File: src/core/mcc_pkg.sv
/*
  Shared constants for the media converter mode and configuration block:
  register offsets, field positions, strap level codes and strap timing.
  Assumes a 200 MHz system clock and 32-bit APB access.
*/
package mcc_pkg;
  localparam int unsigned CLK_MHZ = 200;
  // Byte offsets of the management registers on APB (index times four).
  localparam logic [7:0] REG28_IDX = 8'h1C;
  localparam logic [7:0] REG30_IDX = 8'h1E;
  localparam logic [7:0] REG31_IDX = 8'h1F;
  localparam logic [7:0] STAT_IDX = 8'h20;
  localparam logic [9:0] ADDR_REG28 = {REG28_IDX, 2'b00};
  localparam logic [9:0] ADDR_REG30 = {REG30_IDX, 2'b00};
  localparam logic [9:0] ADDR_REG31 = {REG31_IDX, 2'b00};
  localparam logic [9:0] ADDR_STAT = {STAT_IDX, 2'b00};
  // Register 30 fields.
  localparam int unsigned R30_NO_ADV_HD = 15;
  localparam int unsigned R30_AN_DISABLE = 14;
  localparam int unsigned R30_MGMT_RESET = 13;
  localparam int unsigned R30_WARN_EN = 12;
  localparam int unsigned R30_NON_TRANSP = 11;
  localparam int unsigned R30_NO_ADV_FD = 10;
  localparam int unsigned R30_SINGLE_SPD = 9;
  localparam int unsigned R30_SEL_10 = 8;
  localparam int unsigned R30_FIBER_STYLE = 7;
  localparam int unsigned R30_COPPER_PECL = 3;
  // Register 28 fields.
  localparam int unsigned R28_BACKUP_EN = 1;
  // Register 31 fields.
  localparam int unsigned R31_POWER_DOWN = 15;
  localparam int unsigned R31_FIBER_OFF = 14;
  localparam int unsigned R31_COPPER_OFF = 13;
  // Reset values.
  localparam logic [15:0] R28_RESET = 16'h0000;
  localparam logic [15:0] R30_RESET = 16'h0000;
  localparam logic [15:0] R31_RESET = 16'h0000;
  // Three-level strap codes from the comparators.
  localparam logic [1:0] LVL3_GND = 2'h0;
  localparam logic [1:0] LVL3_MID = 2'h1;
  localparam logic [1:0] LVL3_VCC = 2'h2;
  // Four-level strap codes: ground, one third, two thirds, supply.
  localparam logic [1:0] LVL4_GND = 2'h0;
  localparam logic [1:0] LVL4_THIRD = 2'h1;
  localparam logic [1:0] LVL4_TWO_THIRD = 2'h2;
  localparam logic [1:0] LVL4_VCC = 2'h3;
  // Strap sampling delay, window 3 to 8 us; 5 us is taken.
  localparam int unsigned STRAP_MIN_US = 3;
  localparam int unsigned STRAP_MAX_US = 8;
  localparam int unsigned STRAP_DELAY_US = 5;
  localparam int unsigned STRAP_CYCLES = STRAP_DELAY_US * CLK_MHZ;
  // Ability ranking codes, lowest to highest.
  localparam logic [1:0] ABIL_10HD = 2'h0;
  localparam logic [1:0] ABIL_10FD = 2'h1;
  localparam logic [1:0] ABIL_100HD = 2'h2;
  localparam logic [1:0] ABIL_100FD = 2'h3;
  // Copper line coding selections.
  localparam logic [1:0] CU_MLT3 = 2'h0;
  localparam logic [1:0] CU_MANCH = 2'h1;
  localparam logic [1:0] CU_FLP = 2'h2;
  localparam logic [1:0] CU_PECL = 2'h3;
  // Fiber line coding selections.
  localparam logic [1:0] FO_NRZI = 2'h0;
  localparam logic [1:0] FO_MANCH = 2'h1;
  localparam logic [1:0] FO_FLNP = 2'h2;
  localparam logic [1:0] FO_IDLE = 2'h3;
endpackage : mcc_pkg

File: src/core/mcc_mode_config.sv
/*
  Mode and configuration control of the copper-to-fiber media converter:
  strap latching, management registers on APB, mode resolution and line
  style selection.
  Assumes strap comparators deliver level codes and link detectors deliver
  abilities; every pin input is asynchronous and is synchronised here.
*/
`timescale 1ns/1ps
module mcc_mode_config #(
  parameter int unsigned STRAP_DELAY = mcc_pkg::STRAP_CYCLES
) (
  // Clock and reset
  input wire logic mclk,
  input wire logic sys_rst,
  // APB slave
  input wire logic psel,
  input wire logic penable,
  input wire logic pwrite,
  input wire logic [9:0] paddr,
  input wire logic [31:0] pwdata,
  output logic [31:0] prdata,
  output logic pready,
  output logic pslverr,
  // Strap comparator codes
  input wire logic [1:0] speed_strap,
  input wire logic [1:0] duplex_strap,
  input wire logic [1:0] copper_port_style_strap,
  input wire logic [1:0] fiber_port_style_strap,
  input wire logic [1:0] addr_bit4_warning_strap,
  input wire logic [1:0] addr_bits_upper_strap,
  input wire logic [1:0] addr_bits_lower_strap,
  // Backup link pin
  input wire logic backup_link_pin_i,
  output logic backup_link_pin_o,
  output logic backup_link_pin_oe_n,
  input wire logic backup_fail,
  // Control pins
  input wire logic copper_output_disable_n,
  input wire logic fiber_output_disable_n,
  input wire logic power_down_n,
  // Link detection
  input wire logic copper_an_capable,
  input wire logic fiber_an_capable,
  input wire logic fiber_flp_rx,
  input wire logic [3:0] copper_abil,
  input wire logic [3:0] fiber_abil,
  // Outputs
  output logic [5:0] mgmt_addr,
  output logic [3:0] copper_adv,
  output logic [3:0] fiber_adv,
  output logic [1:0] resolved_abil,
  output logic own_flp_en,
  output logic link_integrity_warning,
  output logic transparent_active,
  output logic copper_pecl,
  output logic fiber_differential,
  output logic fiber_peaking_en,
  output logic [1:0] copper_coding,
  output logic [1:0] fiber_coding,
  output logic copper_out_en,
  output logic fiber_out_en,
  output logic strap_latched
);
  // Synchroniser stages for pin inputs.
  logic [19:0] s1_q;
  logic [19:0] s2_q;
  logic [31:0] pin_s1_q;
  logic [31:0] pin_s2_q;
  logic [15:0] r28_q;
  logic [15:0] r30_q;
  logic [15:0] r31_q;
  logic pdn_prev_q;
  logic rst30_prev_q;
  logic start;
  logic latch_pulse;
  logic busy;
  logic [1:0] spd_c;
  logic [1:0] dup_c;
  logic [1:0] cu_c;
  logic [1:0] fo_c;
  logic [1:0] a4_c;
  logic [1:0] a32_c;
  logic [1:0] a10_c;
  logic bck_c;
  logic cu_off_c;
  logic fo_off_c;
  logic pdn_c;
  logic cu_an_c;
  logic fo_an_c;
  logic fo_flp_c;
  logic fail_c;
  logic [3:0] cu_ab_c;
  logic [3:0] fo_ab_c;
  logic wr_en;
  logic [15:0] wdat;
  logic [31:0] rd_d;
  logic addr_ok;
  logic both_speeds;
  logic relay_mode;
  logic [3:0] common;

  typedef enum logic [2:0] {
    MCC_FORCED = 3'b001,
    MCC_NONTR = 3'b010,
    MCC_TRANSP = 3'b100
  } mcc_mode_e;
  mcc_mode_e mode;

  // Highest set ability bit in ranking order.
  function automatic logic [1:0] mcc_best(input logic [3:0] a);
    logic [1:0] r;
    r = mcc_pkg::ABIL_10HD;
    if (a[1]) r = mcc_pkg::ABIL_10FD;
    if (a[2]) r = mcc_pkg::ABIL_100HD;
    if (a[3]) r = mcc_pkg::ABIL_100FD;
    return r;
  endfunction : mcc_best

  // Converts a three-level code to a 6-bit address fragment of 2 bits.
  function automatic logic [1:0] mcc_lvl(input logic [1:0] c);
    return c;
  endfunction : mcc_lvl

  always_ff @(posedge mclk) begin
    if (sys_rst) begin
      // Active-low pins reset to their idle level, so release makes no false edge.
      s1_q <= 20'h0001C;
      s2_q <= 20'h0001C;
      pin_s1_q <= 32'h00000000;
      pin_s2_q <= 32'h00000000;
    end else begin
      s1_q <= {speed_strap, duplex_strap, copper_port_style_strap, fiber_port_style_strap,
               addr_bit4_warning_strap, addr_bits_upper_strap, addr_bits_lower_strap,
               backup_link_pin_i, copper_output_disable_n, fiber_output_disable_n,
               power_down_n, copper_an_capable, fiber_an_capable};
      s2_q <= s1_q;
      pin_s1_q <= {22'h000000, fiber_flp_rx, backup_fail, copper_abil, fiber_abil};
      pin_s2_q <= pin_s1_q;
    end
  end

  assign {spd_c, dup_c, cu_c, fo_c, a4_c, a32_c, a10_c, bck_c, cu_off_c, fo_off_c, pdn_c,
          cu_an_c, fo_an_c} = s2_q;
  assign {fo_flp_c, fail_c, cu_ab_c, fo_ab_c} = pin_s2_q[9:0];

  always_ff @(posedge mclk) begin
    if (sys_rst) begin
      pdn_prev_q <= 1'b1;
      rst30_prev_q <= 1'b0;
    end else begin
      pdn_prev_q <= pdn_c;
      rst30_prev_q <= r30_q[mcc_pkg::R30_MGMT_RESET];
    end
  end
  assign start = (!pdn_prev_q && pdn_c) || (rst30_prev_q && !r30_q[mcc_pkg::R30_MGMT_RESET]);

  mcc_strap_timer #(
    .DELAY_CYCLES(STRAP_DELAY)
  ) u_timer (
    .mclk(mclk),
    .sys_rst(sys_rst),
    .start(start),
    .latch_pulse(latch_pulse),
    .busy(busy)
  );
  assign strap_latched = !busy;

  // APB decode; zero wait states, unmapped reads zero with error.
  assign addr_ok = (paddr == mcc_pkg::ADDR_REG28) || (paddr == mcc_pkg::ADDR_REG30) ||
                   (paddr == mcc_pkg::ADDR_REG31) || (paddr == mcc_pkg::ADDR_STAT);
  assign pready = 1'b1;
  assign pslverr = psel && penable && !addr_ok;
  assign wr_en = psel && penable && pwrite;
  assign wdat = pwdata[15:0];

  always_ff @(posedge mclk) begin
    if (sys_rst) begin
      r30_q <= mcc_pkg::R30_RESET;
    end else if (wr_en && paddr == mcc_pkg::ADDR_REG30) begin
      r30_q <= wdat;
    end else if (latch_pulse) begin
      r30_q <= r30_q;
      r30_q[mcc_pkg::R30_AN_DISABLE] <= (spd_c != mcc_pkg::LVL3_MID);
      r30_q[mcc_pkg::R30_SINGLE_SPD] <= (spd_c != mcc_pkg::LVL3_MID);
      r30_q[mcc_pkg::R30_SEL_10] <= (spd_c == mcc_pkg::LVL3_GND);
      r30_q[mcc_pkg::R30_NON_TRANSP] <= (dup_c != mcc_pkg::LVL3_MID);
      r30_q[mcc_pkg::R30_NO_ADV_FD] <= (dup_c == mcc_pkg::LVL3_GND);
      r30_q[mcc_pkg::R30_NO_ADV_HD] <= 1'b0;
      r30_q[mcc_pkg::R30_MGMT_RESET] <= 1'b0;
      r30_q[mcc_pkg::R30_WARN_EN] <= (a4_c != mcc_pkg::LVL3_GND);
      r30_q[mcc_pkg::R30_COPPER_PECL] <= (cu_c != mcc_pkg::LVL4_GND);
      r30_q[mcc_pkg::R30_FIBER_STYLE] <= (fo_c == mcc_pkg::LVL4_THIRD);
    end
  end

  always_ff @(posedge mclk) begin
    if (sys_rst) begin
      r28_q <= mcc_pkg::R28_RESET;
    end else if (wr_en && paddr == mcc_pkg::ADDR_REG28) begin
      r28_q <= wdat;
    end else if (latch_pulse) begin
      r28_q[mcc_pkg::R28_BACKUP_EN] <= bck_c;
    end
  end

  always_ff @(posedge mclk) begin
    if (sys_rst) begin
      r31_q <= mcc_pkg::R31_RESET;
    end else if (wr_en && paddr == mcc_pkg::ADDR_REG31) begin
      r31_q <= wdat;
    end
  end

  // Mode resolution.
  assign both_speeds = !r30_q[mcc_pkg::R30_SINGLE_SPD] && !r30_q[mcc_pkg::R30_AN_DISABLE];
  always_comb begin
    if (!both_speeds) begin
      mode = MCC_FORCED;
    end else if (r30_q[mcc_pkg::R30_NON_TRANSP]) begin
      mode = MCC_NONTR;
    end else begin
      mode = MCC_TRANSP;
    end
  end

  assign relay_mode = (mode == MCC_TRANSP) ||
                      (mode == MCC_NONTR && cu_an_c && fo_an_c);
  assign transparent_active = relay_mode;

  assign common = cu_ab_c & fo_ab_c;

  always_ff @(posedge mclk) begin
    if (sys_rst) begin
      copper_adv <= 4'h0;
      fiber_adv <= 4'h0;
      resolved_abil <= mcc_pkg::ABIL_10HD;
      own_flp_en <= 1'b0;
    end else begin
      unique case (mode)
        MCC_TRANSP: begin
          copper_adv <= fo_ab_c;
          fiber_adv <= cu_ab_c;
          own_flp_en <= 1'b0;
        end
        MCC_NONTR: begin
          if (relay_mode) begin
            copper_adv <= fo_ab_c;
            fiber_adv <= cu_ab_c;
          end else begin
            copper_adv <= {!r30_q[mcc_pkg::R30_NO_ADV_FD], !r30_q[mcc_pkg::R30_NO_ADV_HD],
                           !r30_q[mcc_pkg::R30_NO_ADV_FD], !r30_q[mcc_pkg::R30_NO_ADV_HD]};
            fiber_adv <= cu_ab_c;
          end
          own_flp_en <= cu_an_c && !fo_flp_c && !fo_an_c;
        end
        MCC_FORCED: begin
          copper_adv <= 4'h0;
          fiber_adv <= 4'h0;
          own_flp_en <= 1'b0;
        end
      endcase
      resolved_abil <= (mode == MCC_FORCED) ?
                       (r30_q[mcc_pkg::R30_SEL_10] ? mcc_pkg::ABIL_10HD : mcc_pkg::ABIL_100HD) :
                       mcc_best(common);
    end
  end

  always_ff @(posedge mclk) begin
    if (sys_rst) begin
      link_integrity_warning <= 1'b0;
    end else begin
      link_integrity_warning <= r30_q[mcc_pkg::R30_WARN_EN] && (mode == MCC_FORCED);
    end
  end

  // Line styles and codings.
  always_ff @(posedge mclk) begin
    if (sys_rst) begin
      copper_pecl <= 1'b0;
      fiber_differential <= 1'b0;
      fiber_peaking_en <= 1'b0;
      copper_coding <= mcc_pkg::CU_MLT3;
      fiber_coding <= mcc_pkg::FO_NRZI;
    end else begin
      copper_pecl <= r30_q[mcc_pkg::R30_COPPER_PECL];
      fiber_differential <= r30_q[mcc_pkg::R30_FIBER_STYLE];
      fiber_peaking_en <= !r30_q[mcc_pkg::R30_FIBER_STYLE];
      if (r30_q[mcc_pkg::R30_COPPER_PECL]) begin
        copper_coding <= mcc_pkg::CU_PECL;
      end else if (own_flp_en || (relay_mode && fo_flp_c)) begin
        copper_coding <= mcc_pkg::CU_FLP;
      end else if (resolved_abil[1]) begin
        copper_coding <= mcc_pkg::CU_MLT3;
      end else begin
        copper_coding <= mcc_pkg::CU_MANCH;
      end
      if (relay_mode && cu_an_c) begin
        fiber_coding <= mcc_pkg::FO_FLNP;
      end else if (resolved_abil[1]) begin
        fiber_coding <= mcc_pkg::FO_NRZI;
      end else if (cu_ab_c == 4'h0) begin
        fiber_coding <= mcc_pkg::FO_IDLE;
      end else begin
        fiber_coding <= mcc_pkg::FO_MANCH;
      end
    end
  end

  always_ff @(posedge mclk) begin
    if (sys_rst) begin
      mgmt_addr <= 6'h00;
      copper_out_en <= 1'b0;
      fiber_out_en <= 1'b0;
    end else begin
      mgmt_addr <= {mcc_lvl(a4_c), mcc_lvl(a32_c), mcc_lvl(a10_c)};
      copper_out_en <= cu_off_c && pdn_c && !r31_q[mcc_pkg::R31_COPPER_OFF] &&
                       !r31_q[mcc_pkg::R31_POWER_DOWN] && !busy;
      fiber_out_en <= fo_off_c && pdn_c && !r31_q[mcc_pkg::R31_FIBER_OFF] &&
                      !r31_q[mcc_pkg::R31_POWER_DOWN] && !busy;
    end
  end

  always_ff @(posedge mclk) begin
    if (sys_rst) begin
      backup_link_pin_o <= 1'b1;
      backup_link_pin_oe_n <= 1'b1;
    end else begin
      backup_link_pin_o <= fail_c;
      backup_link_pin_oe_n <= busy || !r28_q[mcc_pkg::R28_BACKUP_EN];
    end
  end

  // Read mux; status word shows the block's own resolved state.
  always_comb begin
    rd_d = 32'h00000000;
    unique case (paddr)
      mcc_pkg::ADDR_REG28: rd_d = {16'h0000, r28_q};
      mcc_pkg::ADDR_REG30: rd_d = {16'h0000, r30_q};
      mcc_pkg::ADDR_REG31: rd_d = {16'h0000, r31_q};
      mcc_pkg::ADDR_STAT: rd_d = {23'h000000, strap_latched, own_flp_en, relay_mode,
                                  link_integrity_warning, resolved_abil, mode};
      default: rd_d = 32'h00000000;
    endcase
  end

  always_ff @(posedge mclk) begin
    if (sys_rst) begin
      prdata <= 32'h00000000;
    end else if (psel && !penable) begin
      prdata <= rd_d;
    end
  end
endmodule : mcc_mode_config

File: src/core/mcc_strap_timer.sv
/*
  Strap latch timer: counts the sampling delay after a trigger and pulses
  once when the straps are to be latched.
  Assumes the trigger is a one-cycle pulse on mclk.
*/
`timescale 1ns/1ps
module mcc_strap_timer #(
  parameter int unsigned DELAY_CYCLES = 1000
) (
  // Clock and reset
  input wire logic mclk,
  input wire logic sys_rst,
  // Control
  input wire logic start,
  output logic latch_pulse,
  output logic busy
);
  logic [15:0] cnt_q;
  logic busy_q;

  always_ff @(posedge mclk) begin
    if (sys_rst) begin
      busy_q <= 1'b1;
      cnt_q <= 16'h0000;
    end else if (start) begin
      busy_q <= 1'b1;
      cnt_q <= 16'h0000;
    end else if (busy_q) begin
      if (cnt_q == 16'(DELAY_CYCLES - 1)) begin
        busy_q <= 1'b0;
      end
      cnt_q <= cnt_q + 16'h0001;
    end
  end

  assign latch_pulse = busy_q && !start && (cnt_q == 16'(DELAY_CYCLES - 1));
  assign busy = busy_q;
endmodule : mcc_strap_timer

File: config.mk
export PLATFORM = sky130hd
export DESIGN_NAME = mcc_mode_config
export DESIGN_NICKNAME = d
export VERILOG_FILES = /design/src/core/mcc_pkg.sv /design/src/core/mcc_mode_config.sv /design/src/core/mcc_strap_timer.sv
export SDC_FILE = /design/constraint.sdc
export NUM_CORES = 1
export LEC_CHECK = 0
export ABC_CLOCK_PERIOD_IN_PS = 1600
export CAP_MARGIN = 25
export CORE_UTILIZATION = 56
export CTS_BUF_LIST = sky130_fd_sc_hd__clkbuf_4 sky130_fd_sc_hd__clkbuf_8 sky130_fd_sc_hd__clkbuf_16
export DETAILED_ROUTE_END_ITERATION = 10
export DONT_BUFFER_PORTS = 1
export PLACE_DENSITY = 0.74
export SKIP_CTS_REPAIR_TIMING = 1
export SYNTH_ARGS = -nofsm -noshare
export SYNTH_HDL_FRONTEND = slang
export SYNTH_SLANG_ARGS = --single-unit
File: constraint.sdc
create_clock -name mclk -period 1.6 [get_ports mclk]
set_input_delay 0.24 -clock mclk [delete_from_list [all_inputs] [get_ports mclk]]
set_output_delay 0.24 -clock mclk [all_outputs]
set_load 0.01 [all_outputs]
==> results.py <==
metrics = {
    "grt": {
        "antenna_found_initial": 0,
        "use_met2_pct": 39.7,
        "grt_overflow": 0,
        "grt_pass1_vias": 4564,
        "grt_pass1_wl_mm": 21.5,
        "grt_use_met1_pct": 28.6,
        "met3_usage_pct": 7.96,
        "busiest_layer": "met2",
        "grt_max_degree": 142,
        "globalRouteTotalUtil_pct": 24.2,
    },
    "clock_network": {
        "htree_levels": 4,
        "numCtsBuffers": 17,
        "cts_sinks": 172,
        "cts_tree": "built",
        "clk-insertion-delay-late_ns": 0.43,
        "clock-root-buffer": "clkbuf_16",
        "path_clk_slew_ns": 0.07,
        "cts_buffer_depth": 2,
    },
    "routing": {
        "num_vias": 5233,
        "drt-total-wl_mm": 15.8,
        "drtPass1Iterations": 7,
        "wl_per_cell_um": 16.6,
        "ant_nets": 0,
        "drtIter0Drc": 300,
        "drcViolationCount": 0,
        "viasPerCell": 5.49,
    },
    "floorplan": {
        "dieHeight_um": 109,
        "die_width_um": 109,
        "ios": 142,
        "rows": 38,
        "initial_core_util_pct": 58.2,
        "core-area_sq_mm": 0.0109,
        "fp.dieArea_sq_mm": 0.0118,
    },
    "setup_path": {
        "endpoint_kind": "flip-flop",
        "critical_path_class": "flip-flop to flip-flop",
        "critPathLaunchType": "flip-flop",
        "crit_slowest_cell": "or4_4",
        "crit_fanout": 3,
        "worst-r2r-cell-count": 5,
        "crit_chain": "or4_4 -> nor4_1 -> nand3_1 -> a2bb2oi_1 -> a211oi_1",
        "cpPeakStageDelay_ns": 0.56,
        "arrival_ns": 2.11,
        "required_ns": 1.92,
    },
    "synth": {
        "synth_area_leaders": "dfxtp_1 54%, nor2b_1 6.3%, nand2_1 5.6%",
        "avgSynthCellArea_sq_um": 9.22,
        "yosys.area.top_type": "dfxtp_1",
        "yosysSeqAreaShare_pct": 54.1,
        "synth_compound_area_share_pct": 10.8,
        "yosys_register_bits": 172,
        "synth-edff-count": 0,
        "synth_top_flop_cell": "dfxtp_1",
        "synth.most_common_cell": "dfxtp_1",
        "synth_top_family_by_area": "simple AND/OR/NAND/NOR gates",
        "synthAdderAreaFrac_pct": 0.197,
        "synth.distinct_cells": 57,
        "yosysTopAreaCellShare_pct": 54.1,
        "ys_async_sr_fraction_pct": 0,
        "synthXorXnorAreaFrac_pct": 2.06,
        "synth.top_cells.by_count": "172 x dfxtp_1, 95 x nand2_1, 70 x nor2_1",
        "synthMuxAreaShare_pct": 2.99,
        "synthCells": 690,
        "synth_area_sq_mm": 0.00636,
        "synthSimpleGateAreaFrac_pct": 24.4,
        "synth_warnings": 0,
    },
    "layout": {
        "syn2layout_area_growth_pct": 28.0,
        "stdcell_count": 953,
        "drive_gt1_share_pct": 15.6,
        "multi_input_area_sq_mm": 0.00272,
        "insertedDiodeCount": 0,
        "fill_cells": 739,
        "nets": 878,
        "regArea_sq_mm": 0.00345,
    },
    "sta": {
        "setup_slack_ns": -0.197,
        "fin_worst_skew_ns": 0.00655,
        "hold_slack_ns": -0.114,
        "slew_viol_final": 0,
        "setup_viol": 12,
        "min_period_ns": 1.80,
        "min_period_over_period_pct": 112,
        "hold_viol_final": 59,
        "worst_slew_pin_slew_ns": 0.558,
        "max_freq_mhz": 556,
        "relSlewSlack_pct": 62.7,
        "rsz0062_at_grt": "true",
    },
    "run_status": {
        "outcome": "finished with violations",
        "failed_checks": "negative hold slack, negative setup slack",
    },
    "place": {
        "dpl.cell_count": 843,
        "dp_hpwl_mm": 9.65,
        "gp_congestion": 0.871,
        "portBuffers": 0,
    },
    "flow_run": {
        "cap_viol_max_count": 0,
    },
    "min_path": {
        "hp-class": "input pin to flip-flop",
        "hold_depth": 1,
    },
    "power_and_ir_drop": {
        "cellLeakagePower_nw": 3.23,
        "vdd_drop_max_v": 0.000833,
        "p_total_w": 0.00900,
        "pwr_density_cell_mw_per_mm2": 1100,
    },
}
placed cells by master, fill, tap and decap left out, types with 5 or more instances in the layout:
master         Yosys  layout
conb_1             2      17
dfxtp_1          172     167
nor2_1            70      66
o21ai_0            5       5
nor2b_1           64      64
inv_1              8       8
buf_4             18      57
or2_2              8       8
clkbuf_16          0      17
mux2i_1           19      19
xnor2_1            5       5
nand4_1            9       9
a21oi_1           69      68
nand2_1           95      95
a211oi_1           5       5
xor2_1            10      10
a22o_1             9       9
dlygate4sd3_1      0      73
a2bb2oi_1          9       8
nand3_1           15      14
flip-flops by register name, summed over array words and instances (netlist names), 6 cells and up:
signal / cells
mgmt_addr: 6
pin_s1_q: 10
pin_s2_q: 10
prdata: 16
r28_q: 16
r30_q: 16
r31_q: 16
s1_q: 20
s2_q: 20
u_timer.cnt_q: 16
worst max-delay path: cells and delay by family, from the launching register on:
kind             cells  cell delay [ns]
AO/OA/AOI/OAI        2             0.33
AND/OR/NAND/NOR      3             1.05
flip-flops           1             0.32
routing by layer:
layer  vias to the layer above  share of wire (%)
met2                       236                 50
met5                         -                  0
met4                         0                3.4
met3                        45                7.3
met1                      2453                 39
li1                       2499                  -
cell families after synthesis:
group           count (synthesis)
simple gates                  306
flops                         172
compound gates                112
buf+inv                        63
mux                            19
xor+xnor                       15
other cells                     2
fa+ha+maj                       1
area by class of cell:
| cell class | count | share of cell area [%] |
|---|---|---|
| sequential | 172 | 42.4 |
| multi-input combinational | 470 | 33.4 |
| timing repair buffer | 130 | 14.2 |
| clock buffer | 19 | 5.56 |
| tap | 140 | 2.15 |
| clock inverter | 13 | 1.91 |
| inverter | 9 | 0.415 |
power by group:
part	leakage [nW]	internal (W)	switching, W
clock network	0.295	0.00243	0.00179
logic	1.53	0.000205	0.000143
registers	1.40	0.00438	0.0000481
final timing paths:
| check | start | to | slack (ns) |
|---|---|---|---|
| max | u_timer.cnt_q[10] | r30_q[8] | -0.20 |
| min | sys_rst | prdata[12] | -0.11 |
| max reg2reg | u_timer.cnt_q[10] | r30_q[8] | -0.20 |
| min reg2reg | r28_q[1] | backup_link_pin_oe_n | 0.43 |
per-stage QoR:
| step | instance area (sq um) | setup TNS [ns] | util, % | worst slack [ns] |
|---|---|---|---|---|
| after CTS | 7300 | -1.98 | 66.8 | -0.218 |
| after global routing | 8140 | -1.88 | 74.5 | -0.219 |
| after floorplan | 6440 | -0.449 | - | -0.0658 |
| after detailed placement | 6690 | -2.07 | 61.2 | -0.203 |
| after global placement | 6690 | -1.16 | 61.2 | -0.165 |
| final | 8140 | -1.38 | 74.5 | -0.197 |
No activity file was read; power rests on OpenSTA's default activity.
